### config.mk
export PLATFORM = sky130hd
export DESIGN_NAME = sbsr_top
export DESIGN_NICKNAME = d
export VERILOG_FILES = /design/src/hw/sbsr_pkg.sv /design/src/hw/sbsr_std_event.sv /design/src/hw/sbsr_top.sv
export VERILOG_INCLUDE_DIRS = /design/src /design/src/hw
export SDC_FILE = /design/constraint.sdc
export NUM_CORES = 1
export LEC_CHECK = 0
export ABC_AREA = 1
export BUFFER_PORTS_ARGS = -buffer_cell sky130_fd_sc_hd__buf_2
export CAP_MARGIN = 15
export CORE_MARGIN = 8
export CORE_UTILIZATION = 43
export DETAILED_ROUTE_END_ITERATION = 10
export PLACE_DENSITY = 0.81
export SETUP_SLACK_MARGIN = 0.5
export SLEW_MARGIN = 40
export SYNTH_ARGS = -nofsm -noshare
export SYNTH_HDL_FRONTEND = slang
export SYNTH_SLANG_ARGS = --single-unit
### constraint.sdc
create_clock -name clk_sys_i -period 0.9 [get_ports clk_sys_i]
set_clock_uncertainty 0.1 [all_clocks]
set_input_delay 0.09 -clock clk_sys_i [delete_from_list [all_inputs] [get_ports clk_sys_i]]
set_output_delay 0.09 -clock clk_sys_i [all_outputs]
set_load 0.01 [all_outputs]
### src/hw/sbsr_consts.svh
`ifndef SBSR_CONSTS_SVH
`define SBSR_CONSTS_SVH

// Status byte bit positions
`define SBSR_BIT_CHAN       3'd2
`define SBSR_BIT_QEVT       3'd3
`define SBSR_BIT_MAV        3'd4
`define SBSR_BIT_ESB        3'd5
`define SBSR_BIT_RQS        3'd6

// Bits that never feed the master summary (bit 6 itself)
`define SBSR_MSS_EXCL_MASK  8'h40
// Bits 0, 1 and 7 have no source and read as zero
`define SBSR_DEFINED_MASK   8'h7c

// Reset values
`define SBSR_SRE_RESET      8'h00
`define SBSR_ESE_RESET      8'h00
`define SBSR_ESR_RESET      8'h00
`define SBSR_BYTE_RESET     8'h00

`endif

### src/hw/sbsr_pkg.sv
`default_nettype none

package sbsr_pkg;

    // One command from the instrument's command parser
    typedef struct packed {
        logic       serial_poll;
        logic       byte_query;
        logic       clear_status;
        logic       sre_write;
        logic       ese_write;
        logic       esr_read;
        logic [7:0] wdata;
    } sbsr_cmd_t;

    // One answer towards the controller
    typedef struct packed {
        logic       valid;
        logic [7:0] data;
    } sbsr_answer_t;

endpackage

`default_nettype wire

### src/hw/sbsr_std_event.sv
`timescale 1ns/1ps
`default_nettype none
`include "sbsr_consts.svh"

module sbsr_std_event (
    // Clock and reset
    input  wire logic       clk_sys_i,
    input  wire logic       rst_i,
    // Event sources and commands
    input  wire logic [7:0] event_set_i,
    input  wire logic       ese_write_i,
    input  wire logic [7:0] wdata_i,
    input  wire logic       esr_read_i,
    input  wire logic       clear_status_i,
    // State
    output logic      [7:0] esr_o,
    output logic      [7:0] ese_o,
    output logic            esb_o
);

    logic [7:0] next_esr;
    logic [7:0] next_ese;

    // Next event and enable values; a new event beats a clear in the same cycle
    always_comb begin
        next_esr = esr_o;
        next_ese = ese_o;
        if (esr_read_i || clear_status_i) begin
            next_esr = `SBSR_ESR_RESET;
        end
        next_esr = next_esr | event_set_i;
        if (ese_write_i) begin
            next_ese = wdata_i;
        end
    end

    always_ff @(posedge clk_sys_i) begin
        if (rst_i) begin
            esr_o <= `SBSR_ESR_RESET;
            ese_o <= `SBSR_ESE_RESET;
        end else begin
            esr_o <= next_esr;
            ese_o <= next_ese;
        end
    end

    assign esb_o = |(esr_o & ese_o);
endmodule
`default_nettype wire

### src/hw/sbsr_top.sv
`timescale 1ns/1ps
`default_nettype none
`include "sbsr_consts.svh"

// Operation
// - The status byte summarizes the events held in all lower-level status registers.
// - The controller reads the byte by serial poll or by status query; a poll wins over a query in the same cycle.
// - A serial poll returns the request bit and then clears it, leaving other bits alone.
// - Bit 6 carries the request bit on a poll and the master summary on a query.
// - A query shows the master summary in bit 6 and changes no bit of the byte.
// - The master summary is set while any enabled condition calls for service.
// - The clear-status command clears the request bit and the standard event register.
// - Bit 2 shows that an enabled channel event has occurred.
// - Bit 3 shows that an enabled questionable event has occurred.
// - Bit 4 is set while the output queue holds unread data.
// - Bit 5 shows that an enabled standard event has occurred.
// - The controller writes the request enable mask and only masked bits raise requests.
// - The standard event summary is the OR of enabled standard event bits.
// - Reading the standard event register returns it and then zeroes it.

module sbsr_top (
    // Clock and reset
    input  wire logic                 clk_sys_i,
    input  wire logic                 rst_i,
    // Commands from the parser
    input  var  sbsr_pkg::sbsr_cmd_t  cmd_i,
    // Summaries from lower-level registers
    input  wire logic                 chan_summary_i,
    input  wire logic                 questionable_event_summary_i,
    input  wire logic                 queue_not_empty_i,
    input  wire logic [7:0]           std_event_set_i,
    // Answers and request
    output sbsr_pkg::sbsr_answer_t    byte_answer_o,
    output sbsr_pkg::sbsr_answer_t    esr_answer_o,
    output logic                      srq_o,
    output logic      [7:0]           sre_o
);

    logic [7:0]             esr;
    logic [7:0]             ese;
    logic                   esb;
    logic [7:0]             summary;
    logic                   mss;
    logic                   mss_prev;
    logic                   mss_rise;
    logic                   rqs;
    logic                   next_rqs;
    logic                   next_mss_prev;
    logic [7:0]             sre;
    logic [7:0]             next_sre;
    sbsr_pkg::sbsr_answer_t next_byte_answer;
    sbsr_pkg::sbsr_answer_t next_esr_answer;

    // Builds the reported byte with the chosen bit 6 value
    function automatic logic [7:0] byte_with_bit6(input logic [7:0] sum, input logic b6);
        logic [7:0] v;
        v = sum & ~`SBSR_MSS_EXCL_MASK;
        v[`SBSR_BIT_RQS] = b6;
        return v;
    endfunction

    // Standard event register and its enable mask
    sbsr_std_event u_std_event (
        .clk_sys_i      (clk_sys_i),
        .rst_i          (rst_i),
        .event_set_i    (std_event_set_i),
        .ese_write_i    (cmd_i.ese_write),
        .wdata_i        (cmd_i.wdata),
        .esr_read_i     (cmd_i.esr_read),
        .clear_status_i (cmd_i.clear_status),
        .esr_o          (esr),
        .ese_o          (ese),
        .esb_o          (esb)
    );

    // Live summary byte; bits 0, 1 and 7 have no source
    always_comb begin
        summary = `SBSR_BYTE_RESET;
        summary[`SBSR_BIT_CHAN] = chan_summary_i;
        summary[`SBSR_BIT_QEVT] = questionable_event_summary_i;
        summary[`SBSR_BIT_MAV]  = queue_not_empty_i;
        summary[`SBSR_BIT_ESB]  = esb;
        summary = summary & `SBSR_DEFINED_MASK;
    end

    assign mss      = |(summary & sre & ~`SBSR_MSS_EXCL_MASK);
    assign mss_rise = mss && !mss_prev;

    // Request bit, summary history and enable mask
    always_comb begin
        next_sre      = sre;
        next_rqs      = rqs;
        next_mss_prev = mss;
        if (cmd_i.sre_write) begin
            next_sre = cmd_i.wdata;
        end
        if (cmd_i.serial_poll || cmd_i.clear_status) begin
            next_rqs = 1'b0;
        end
        // rising summary sets request, wins over clear
        if (mss_rise) begin
            next_rqs = 1'b1;
        end
    end

    always_ff @(posedge clk_sys_i) begin
        if (rst_i) begin
            sre      <= `SBSR_SRE_RESET;
            rqs      <= 1'b0;
            mss_prev <= 1'b0;
        end else begin
            sre      <= next_sre;
            rqs      <= next_rqs;
            mss_prev <= next_mss_prev;
        end
    end

    // Answers; a poll beats a query in the same cycle
    always_comb begin
        next_byte_answer.valid = 1'b0;
        next_byte_answer.data  = byte_answer_o.data;
        next_esr_answer.valid  = cmd_i.esr_read;
        next_esr_answer.data   = esr_answer_o.data;
        if (cmd_i.serial_poll) begin
            next_byte_answer.valid = 1'b1;
            next_byte_answer.data  = byte_with_bit6(summary, rqs);
        end else if (cmd_i.byte_query) begin
            next_byte_answer.valid = 1'b1;
            next_byte_answer.data  = byte_with_bit6(summary, mss);
        end
        if (cmd_i.esr_read) begin
            next_esr_answer.data = esr;
        end
    end

    always_ff @(posedge clk_sys_i) begin
        if (rst_i) begin
            byte_answer_o <= '0;
            esr_answer_o  <= '0;
        end else begin
            byte_answer_o <= next_byte_answer;
            esr_answer_o <= next_esr_answer;
        end
    end

    // Request line follows the sticky request bit
    assign srq_o = rqs;
    assign sre_o = sre;
endmodule
`default_nettype wire

-- After elaboration in Yosys (flattened, before gate mapping)
Index checks and enable logic that the tools add are counted.
- bits of input ports: 27
- output and inout port bits: 27
- register bits after elaboration: 41
- logic and storage cells: 25
- bitwise operators: 3
- reduce and logical (&&, ||, !) cells: 8
- muxes and demuxes: 5
- operators with widths (cell ; number):
    two-way mux 9 bit ; 2
    AND 6 x 8 -> 8 bit ; 1
    AND 8 bit ; 1
    two-way mux 8 bit ; 1
    bitwise OR 8 bit ; 1
    OR reduction 8 bit ; 1
    OR reduction 7 bit ; 1
    nonzero test 2 bit ; 2
    logical OR 1 bit ; 2
    two-way mux 1 bit ; 2
    logical AND 1 bit ; 1
    logical NOT 1 bit ; 1

-- Depth between registers and ports, before layout
Gate-level depths: netlist (run 1).
- depth in word-level cells: 6
- depth in mapped cells: 8
- gate-level depth less buffers: 8

-- Modules after synthesis
Synthesis (run 1) repeated with hierarchy kept, for this count alone.
- cell total of the unflattened synthesis: 206
- area total of the unflattened synthesis: 1555.2 um2
- by module, submodules not included (module ; area each (um2) ; times used ; seq. area each (um2) ; cells an instance):
    sbsr_top ; 923.4 ; 1 ; 500.5 ; 122
    sbsr_std_event ; 631.9 ; 1 ; 320.3 ; 84

-- Worst setup path after synthesis (run 1)
No wires, ideal clock.
- path type: register -> register
- start: register sre[3] (netlist: sre_o[3])
- end: register rqs (netlist: srq_o)
- cell stages (with the launch flop): 7
- buffers on the path: 0
- library setup time: 0.113 ns
- data arrival time: 0.778 ns
- data required time: 0.687 ns
- path slack: -0.091 ns
- period minus slack after synthesis: 0.991 ns
- cell sequence: dfxtp_1 > inv_1 > o21ai_0 > a21oi_1 > nand2_1 > nand3_1 > nand2_1
- word-level cells in the longest chain between the ends: 4
- elaborated cells between the ends (all ways): 5
- classes of those cells: mux: 1; bitwise: 1; reduce/logical: 3
- ends and longest elaborated chain (what ; line ; RTL):
    start, declared ; sbsr_top.sv:49 ; logic [7:0] sre;
    start signal, assigned ; sbsr_top.sv:108 ; sre <= `SBSR_SRE_RESET;
    start signal, assigned ; sbsr_top.sv:112 ; sre <= next_sre;
    AND 6 x 8 -> 8 bit * ; sbsr_top.sv:86 ; assign mss = |(summary & sre & ~`SBSR_MSS_EXCL_MASK);
    OR reduction 7 bit * ; sbsr_top.sv:86 ;
    logical AND 1 bit * ; sbsr_top.sv:87 ; assign mss_rise = mss && !mss_prev;
    two-way mux 1 bit or nonzero test 2 bit (tied branches) ; n/a ;
    end signal, assigned ; sbsr_top.sv:113 ; rqs <= next_rqs;
    end, declared ; sbsr_top.sv:46 ; logic rqs;
Every way passes the cells marked *; elsewhere a longest branch is shown, timed or not.
A chain may end at the register's enable or synchronous reset.

-- Worst setup path after layout (run 1)
- start: register u_std_event.ese_o[2]
- end: register byte_answer_o[5] (netlist bit)
- word-level cells in the longest chain between the ends: 4
- ends and longest elaborated chain (what ; line ; RTL):
    start, declared ; sbsr_std_event.sv:17 ; output logic [7:0] ese_o,
    start signal, assigned ; sbsr_std_event.sv:40 ; ese_o <= `SBSR_ESE_RESET;
    start signal, assigned ; sbsr_std_event.sv:43 ; ese_o <= next_ese;
    AND 8 bit * ; sbsr_std_event.sv:47 ; assign esb_o = |(esr_o & ese_o);
    OR reduction 8 bit * ; sbsr_std_event.sv:47 ;
    two-way mux 9 bit ; sbsr_top.sv:127 ; end else if (cmd_i.byte_query) begin
    two-way mux 9 bit * ; sbsr_top.sv:124 ; if (cmd_i.serial_poll) begin
    end signal, assigned ; sbsr_top.sv:141 ; byte_answer_o <= next_byte_answer;
    end, declared ; sbsr_top.sv:33 ; output sbsr_pkg::sbsr_answer_t byte_answer_o,
Every way passes the cells marked *; elsewhere a longest branch is shown, timed or not. The select of a mux whose other input is x is not followed.

==> reports/qor.csv, run 1 <==
metric,value,unit
complex-gate fraction of the synthesized area,0.142,
initial antenna violation count,0,
Worst EP arrival,1300,ps
WS Path Type,reg2reg,
htree depth,2,
DRT iter0 DRCs,96,
maximum vdd ir drop,0.00127,V
1st-pass router iterations,4,
CP Cell Sequence,nand2_2 -> nand2_1 -> nor2_1 -> nand2_1 -> buf_4 -> o21ai_2 -> inv_1,
Final Hold Fails,30,
Site Rows,21,
met3 routed WL,344,um
antenna diode count,0,
power density over the cells,1540,mW/mm^2
number of global-route vias before repair,1486,
highest metal used,met4,
clk slew on worst S/H paths,120,ps
"Slew Viols, Final",0,
placed cell area,0.00193,mm^2
port bufs,50,
Worst setup startpoint,u_std_event.ese_o[2],
clk sink count,41,
IO Count,54,
Chip Height,75.0,um
Synth cell types,18,
# fillers,261,
first-pass GRT wire length,6630,um
Adder-Cell Fraction of Synth Area,0,
full die area,0.00562,mm^2
most frequent CP cell,nand2_1,
fin crit share,1.28,
max frequency,866,MHz
root buffer cell,clkbuf_4,
WL/cell,13.6,um
crit-path max cell delay,340,ps
Setup crit start kind,register,
Inserted Clock Buffers,5,
Hold Path Class,in2reg,
min-delay src,std_event_set_i[4],
top-count cell post-synth,nor2_1,
layout cells sized above 1,0.633,
FF-to-FF Start,u_std_event.ese_o[2],
drt via density,4.83,
routability cong.,0.811,
RSZ-0062 raised after global routing,true,
Remaining DRCs,0,
cell accounting for the most synthesized area,dfxtp_1,
top post-synthesis cells by area,"dfxtp_1 55%, nor2_1 17%, o21ai_0 6.4%, nand2_1 4.5%, a21oi_1 4.0%",
static leakage,1.12,nW
post-DP HPWL,2760,um
"Clk Latency, worst-skew pair",340,ps
outcome,finished with violations,
Synth top cells by count,"66 x nor2_1, 41 x dfxtp_1, 19 x o21ai_0",
final setup margin,-255,ps
met2 WL,2190,um
CTS tree,yes,
Tmin final,1160,ps
post-synthesis mux area share,0,
Max Cap Viol,0,
final core utilization,0.739,
total core area,0.00334,mm^2
vias post-DR,1527,
mean post-synth cell area,7.79,um^2
post-synthesis sequential area ratio,0.549,
Nets,297,
largest fanout on the critical path,2,
violated checks,"hold timing, setup timing",
Crit. End Element,register,
Routed Antenna Nets,0,
Max clock buf depth,2,
final setup violation count,31,
Synth Register Bits,41,
M1 WL,1700,um
Critical Path RT,1050,ps
Overall Power,3.81,mW
Post-Route WL,4300,um
"Top FF cell, synth",dfxtp_1,
final global-route overflow total,0,
Post-Synth Simple-Gate Area,0.242,
Synth Area in XOR/XNOR,0,
area delta synth->final,64.9,%
slowest CP cell,dfxtp_2,
main combinational cell family by area after synthesis,simple AND/OR/NAND/NOR gates,
"EDFF count, synth",0,
DIE WIDTH,75.0,um
synthesized area,0.00150,mm^2
Yosys top cell area share,0.549,
worst hold margin,-146,ps
Mapped Cells,192,
gr usage total,0.153,
fraction of registers with async set/reset,0,
Yosys Warn Count,0,
largest net degree at the start of global routing,30,
setup slack at placement,-180,ps
design area,0.00246,mm^2
Initial Utilization,0.448,
==> where the power goes <==
part           internal, mW  leakage, nW  total (mW)  switching (mW)
Combinational         0.431        0.738       0.823           0.392
Sequential             1.97        0.352        2.06          0.0902
Clock                 0.369       0.0314       0.926           0.557
==> cell usage in the layout (no fill, tap or decap), types with 4 or more instances in the layout <==
cell      synthesis  final
buf_6             1     42
buf_2             2     26
clkbuf_4          0      5
a21oi_2           0     11
inv_1             7      5
nand2_2           0      5
nand2_1          18     13
nor2_1           66     56
o21ai_2           0     13
nor2_2            0      4
dfxtp_2           0     40
buf_4             5      9
nor2_4            2      8
o21ai_1          10     13
==> cell families after synthesis <==
kind of cell           after synthesis
other                                1
AO/OA/AOI/OAI                       42
buffers and inverters               18
flip-flops                          41
AND/OR/NAND/NOR                     90
==> per-stage QoR <==
step           setup TNS, ps  hold WS, ps  std cells
6_report               -3320         -146        316
4_1_cts                -3090         -154        310
3_3_place_gp            -397          196        298
5_1_grt                -4580         -158        316
2_1_floorplan           -183         59.1        194
3_5_place_dp            -514          203        298
==> metal layers <==
metal,track usage,vias up
met5,0,-
met4,0.0348,0
met3,0.0586,9
met2,0.264,56
met1,0.171,697
li1,-,765
==> timing repair <==
item                       in CTS  in global routing
setup endpoints to repair      63                 65
setup buffers                   5                  6
gates resized for setup        65                 47
pin swaps                      16                 17
hold endpoints to repair       30                 29
==> critical path: cells and delay by family (launching register included) <==
| kind | cells | cell delay, ps |
|---|---|---|
| buffers and inverters | 2 | 200 |
| AND/OR/NAND/NOR | 4 | 340 |
| flip-flops | 1 | 340 |
| AO/OA/AOI/OAI | 1 | 90 |
==> worst paths after layout <==
| path | slack (ps) | end | cells after the start |
|---|---|---|---|
| setup reg to reg | -260 | byte_answer_o[5] | 7 |
| hold / removal | -150 | u_std_event.esr_o[4] | 3 |
| setup / recovery | -260 | byte_answer_o[5] | 7 |
| hold reg to reg | 370 | byte_answer_o[2] | 2 |
==> layout make-up <==
cell class / instances / area (um^2) / share of cell area
clock buffer: 7 / 55.1 / 0.0223
multi-input combinational: 135 / 753 / 0.306
sequential: 41 / 871 / 0.353
timing repair buffer: 77 / 671 / 0.272
tap: 46 / 57.6 / 0.0234
inverter: 10 / 57.6 / 0.0234
==> registers in the layout, summed over array words and instances, names as in the netlist <==
name and count:
mss_prev 1, byte_answer_o 6, u_std_event.ese_o 8, sre_o 8, esr_answer_o 9, u_std_event.esr_o 8, srq_o 1
Power figures use the tool's default switching activity.
==> run 2, diff against run 1 <==
CORE_ASPECT_RATIO = 2   (was default)
==> reports/qor.csv, run 2 (synthesis results as in run 1) <==
metric,value,unit,change
Overall Power,4.63,mW,was 3.81 mW
largest net degree at the start of global routing,30,,unchanged
Worst EP arrival,1210,ps,was 1300 ps
Routed Antenna Nets,0,,unchanged
Hold Path Class,in2reg,,unchanged
clk sink count,41,,unchanged
Largest Register,esr_answer_o,,unchanged
met3 GRT Util,0.0336,,was 0.0586
Max Cap Viol,0,,unchanged
static leakage,1.15,nW,was 1.12 nW
max frequency,901,MHz,was 866 MHz
final setup margin,-210,ps,was -255 ps
area delta synth->final,66.0,%,was 64.9%
Chip Height,99.4,um,was 75.0 um
Site Rows,30,,was 21
Tmin final,1110,ps,was 1160 ps
fin crit share,1.23,,was 1.28
root buffer cell,clkbuf_8,,was clkbuf_4
full die area,0.00573,mm^2,was 0.00562 mm^2
final global-route overflow total,0,,unchanged
port bufs,50,,unchanged
htree depth,2,,unchanged
CTS tree,yes,,unchanged
"Clk Latency, worst-skew pair",300,ps,was 340 ps
1st-pass router iterations,4,,unchanged
TNS Setup,-1830,ps,was -3320 ps
min-delay src,std_event_set_i[2],,was std_event_set_i[4]
Inserted Clock Buffers,5,,unchanged
violated checks,"hold timing, setup timing",,unchanged
gr usage total,0.147,,was 0.153
drt via density,5.11,,was 4.83
DRT iter0 DRCs,23,,was 96
"Slew Viols, Final",0,,unchanged
WL/cell,15.0,um,was 13.6 um
R2R setup slack,-210,ps,was -260 ps
maximum vdd ir drop,0.00128,V,was 0.00127 V
power density over the cells,1860,mW/mm^2,was 1540 mW/mm^2
Setup crit start kind,register,,unchanged
Final Hold Fails,28,,was 30
routability cong.,0.847,,was 0.811
Register-to-Register Path Depth,6,,was 7
layout cells sized above 1,0.545,,was 0.633
DIE WIDTH,57.7,um,was 75.0 um
most frequent cells in the layout,"57 x nor2_1, 40 x buf_6, 35 x dfxtp_2",,"was 56 x nor2_1, 42 x buf_6, 40 x dfxtp_2"
RSZ-0062 raised after global routing,true,,unchanged
Crit. End Element,register,,unchanged
Hold EP,u_std_event.esr_o[2],,was u_std_event.esr_o[4]
largest fanout on the critical path,2,,unchanged
Max clock buf depth,2,,unchanged
number of global-route vias before repair,1485,,"was 1,486"
antenna diode count,0,,unchanged
FF-to-FF Start,sre_o[3],,was u_std_event.ese_o[2]
WS Path Type,reg2reg,,unchanged
Initial Utilization,0.443,,was 0.448
Post-Route WL,4490,um,was 4300 um
IO Count,54,,unchanged
Hold Crit Depth,3,,unchanged
GR Util met1,0.139,,was 0.171
reg2reg end,srq_o,,was byte_answer_o[5]
outcome,finished with violations,,unchanged
Critical Path RT,1000,ps,was 1050 ps
vias post-DR,1532,,"was 1,527"
clk slew on worst S/H paths,80,ps,was 120 ps
flip-flop count of the largest register after layout,9,,unchanged
total core area,0.00338,mm^2,was 0.00334 mm^2
Remaining DRCs,0,,unchanged
Top Usage Layer GRT,met2,,unchanged
"most common cell after layout, fill and taps aside",nor2_1,,unchanged
final setup violation count,30,,was 31
worst hold margin,-91.7,ps,was -146 ps
Nets,294,,was 297
met2 usage,0.272,,was 0.264
post-DP HPWL,2940,um,was 2760 um
first-pass GRT wire length,6630,um,unchanged
initial antenna violation count,0,,unchanged
==> run 2: report_power, final <==
group          switching (mW)  internal [mW]
registers              0.0854           1.96
clock network           0.682           1.12
logic                   0.372          0.409
==> run 2: per-stage QoR <==
stage	cells	hold WS (ps)	area, um^2	setup slack (ps)	util
after floorplan	194	59.1	1580	-79.5	-
after global placement	284	205	1920	-127	0.569
after detailed placement	284	208	1920	-169	0.569
after CTS	294	-103	2330	-181	0.691
after global routing	300	-90.6	2480	-330	0.735
final	300	-91.7	2480	-210	0.735
==> run 2: timing repair <==
item / 4_1_cts / 5_1_grt
gates cloned: 0 / 2
buffers inserted: 2 / 4
hold endpoints to repair: 27 / 26
gates resized for setup: 63 / 24
pin swaps: 15 / 8
endpoints found under the setup margin: 65 / 65
==> run 2: area by class of cell <==
type / count / area (um^2)
inverter: 10 / 61.3
timing repair buffer: 73 / 671
multi-input combinational: 135 / 692
sequential: 41 / 865
tap: 32 / 40.0
clock inverter: 3 / 68.8
timing repair inverter: 1 / 16.3
clock buffer: 5 / 68.8
fill: 242 / 896
==> run 2: how the worst max path moves through the flow <==
stage | slack, ps | cells past startpoint | to | startpoint
finish | -210 | 6 | srq_o | sre_o[3]
CTS | -180 | 8 | srq_o | u_std_event.esr_o[0]
global route | -330 | 8 | srq_o | u_std_event.ese_o[6]
detailed placement | -170 | 8 | srq_o | u_std_event.ese_o[5]
global placement | -130 | 8 | byte_answer_o[6] | u_std_event.esr_o[0]
floorplan | -80 | 8 | srq_o | u_std_event.esr_o[4]
==> run 2: metal layers <==
metal  wire length (um)  up-vias
li1                   -      759
met4                132        0
met2               2560       42
met1               1660      721
met3                139       10
met5                  0        -
==> run 2: critical path, cell delays in order, from the launching register on <==
cell and delay [ps]:
dfxtp_2 340, inv_2 60, o21ai_0 80, a21oi_1 210, nand2_2 110, nand3_2 70, nand2_1 50
==> run 3, diff against run 2 <==
CELL_PAD_IN_SITES_DETAIL_PLACEMENT = 1   (was default)
CELL_PAD_IN_SITES_GLOBAL_PLACEMENT = 2   (was default)
CORE_UTILIZATION = 23   (was 43)
PLACE_DENSITY = 0.79   (was 0.81)
RECOVER_POWER = 100   (was default)
==> reports/qor.csv, run 3 (synthesis results as in run 1) <==
metric,value,unit,change
flip-flop count of the largest register after layout,9,,unchanged
Chip Height,130,um,was 99.4 um
most frequent cells in the layout,"62 x nor2_1, 36 x buf_6, 33 x dfxtp_2",,"was 57 x nor2_1, 40 x buf_6, 35 x dfxtp_2"
Post-Route WL,4710,um,was 4490 um
vias post-DR,1525,,"was 1,532"
"Clk Latency, worst-skew pair",280,ps,was 300 ps
placed cell area,0.00200,mm^2,was 0.00192 mm^2
clk sink count,41,,unchanged
Critical Path RT,970,ps,was 1000 ps
root buffer cell,clkbuf_16,,was clkbuf_8
Inserted Clock Buffers,5,,unchanged
Hold Path Class,in2reg,,unchanged
Final Hold Fails,26,,was 28
full die area,0.00949,mm^2,was 0.00573 mm^2
antenna diode count,0,,unchanged
drt via density,4.21,,was 5.11
first-pass GRT wire length,7730,um,was 6630 um
clk slew on worst S/H paths,60,ps,was 80 ps
worst hold margin,-77.2,ps,was -91.7 ps
WS Path Type,reg2reg,,unchanged
design area,0.00259,mm^2,was 0.00248 mm^2
final setup margin,-217,ps,was -210 ps
WL/cell,13.0,um,was 15.0 um
final core utilization,0.411,,was 0.735
total core area,0.00631,mm^2,was 0.00338 mm^2
number of global-route vias before repair,1659,,"was 1,485"
power density over the cells,1890,mW/mm^2,was 1860 mW/mm^2
htree depth,2,,unchanged
CTS tree,yes,,unchanged
max frequency,895,MHz,was 901 MHz
violated checks,"hold timing, setup timing",,unchanged
initial antenna violation count,0,,unchanged
setup slack at placement,-204,ps,was -169 ps
"most common cell after layout, fill and taps aside",nor2_1,,unchanged
Nets,302,,was 294
DIE WIDTH,73.0,um,was 57.7 um
largest net degree at the start of global routing,30,,unchanged
Site Rows,41,,was 30
post-DP HPWL,3460,um,was 2940 um
layout cells sized above 1,0.533,,was 0.545
maximum vdd ir drop,0.000880,V,was 0.00128 V
"Slew Viols, Final",0,,unchanged
Max clock buf depth,2,,unchanged
routability cong.,0.726,,was 0.847
# fillers,756,,was 242
Largest Register,esr_answer_o,,unchanged
outcome,finished with violations,,unchanged
Initial Utilization,0.237,,was 0.443
RSZ-0062 raised after global routing,true,,unchanged
Setup crit start kind,register,,unchanged
area delta synth->final,73.4,%,was 66.0%
Max Cap Viol,0,,unchanged
fin crit share,1.24,,was 1.23
final global-route overflow total,0,,unchanged
Remaining DRCs,0,,unchanged
gr usage total,0.107,,was 0.147
final setup violation count,29,,was 30
largest fanout on the critical path,2,,unchanged
Tmin final,1120,ps,was 1110 ps
static leakage,1.20,nW,was 1.15 nW
IO Count,54,,unchanged
Routed Antenna Nets,0,,unchanged
Overall Power,4.90,mW,was 4.63 mW
Crit. End Element,register,,unchanged
DRT iter0 DRCs,42,,was 23
1st-pass router iterations,4,,unchanged
port bufs,50,,unchanged
Worst EP arrival,1190,ps,was 1210 ps
run 3: cell types whose count changed in the layout (fill, tap and decap cells not counted), moves of 3 or more:
cell | previous run | this run
buf_4 | 8 | 18
nor2_4 | 9 | 3
nor2_1 | 57 | 62
buf_6 | 40 | 36
clkbuf_16 | 1 | 5
clkbuf_8 | 5 | 1
clkbuf_1 | 0 | 3
run 3: where the power goes:
part	total, mW	switching, mW	internal [mW]
clock network	2.07	0.683	1.38
registers	2.05	0.0818	1.96
logic	0.783	0.359	0.424
total	4.90	1.12	3.77
run 3: timing repair:
action,CTS,global route
gates cloned,1,0
buffers inserted,9,5
gates resized for setup,58,17
endpoints found under the hold margin,26,19
setup endpoints to repair,64,64
pin swaps,14,6
run 3: area by class of cell:
class,count,area (um^2),share of cell area
well taps,86,108,0.0415
clock inverters,1,30.0,0.0116
multi-input cells,135,668,0.258
inverters,10,57.6,0.0222
repair buffers,82,721,0.278
clock buffers,7,143,0.0550
flip-flops and latches,41,866,0.334
run 3: path summary, 6_finish.rpt:
path                             start                    to  slack, ps  cells after the start
setup / recovery  u_std_event.esr_o[7]                 srq_o       -220                      8
hold reg to reg       byte_answer_o[4]      byte_answer_o[4]        380                      2
setup reg to reg  u_std_event.esr_o[7]                 srq_o       -220                      8
hold / removal      std_event_set_i[4]  u_std_event.esr_o[4]        -80                      3
run 3: per-stage QoR:
stage / hold slack, ps / instances / setup TNS (ps)
2_1_floorplan: 59.1 / 194 / -183
3_3_place_gp: 200 / 339 / -570
3_5_place_dp: 212 / 339 / -655
4_1_cts: -80.9 / 357 / -1470
5_1_grt: -44.9 / 362 / -2430
6_report: -77.2 / 362 / -1330
run 3: worst max-delay path, stage by stage (launching register included):
cell and delay, ps:
dfxtp_2 330, nand2_1 50, nand2_1 60, nor2_1 110
nand2_1 100, nand2_2 90, nand2_2 70, nand3_2 60
nand2_1 40
run 3: metal layers:
layer	global-route usage	vias up	routed length (um)
li1	-	773	-
met1	0.0891	708	1620
met2	0.211	35	2750
met3	0.0284	9	214
met4	0.0618	0	123
met5	0	-	0
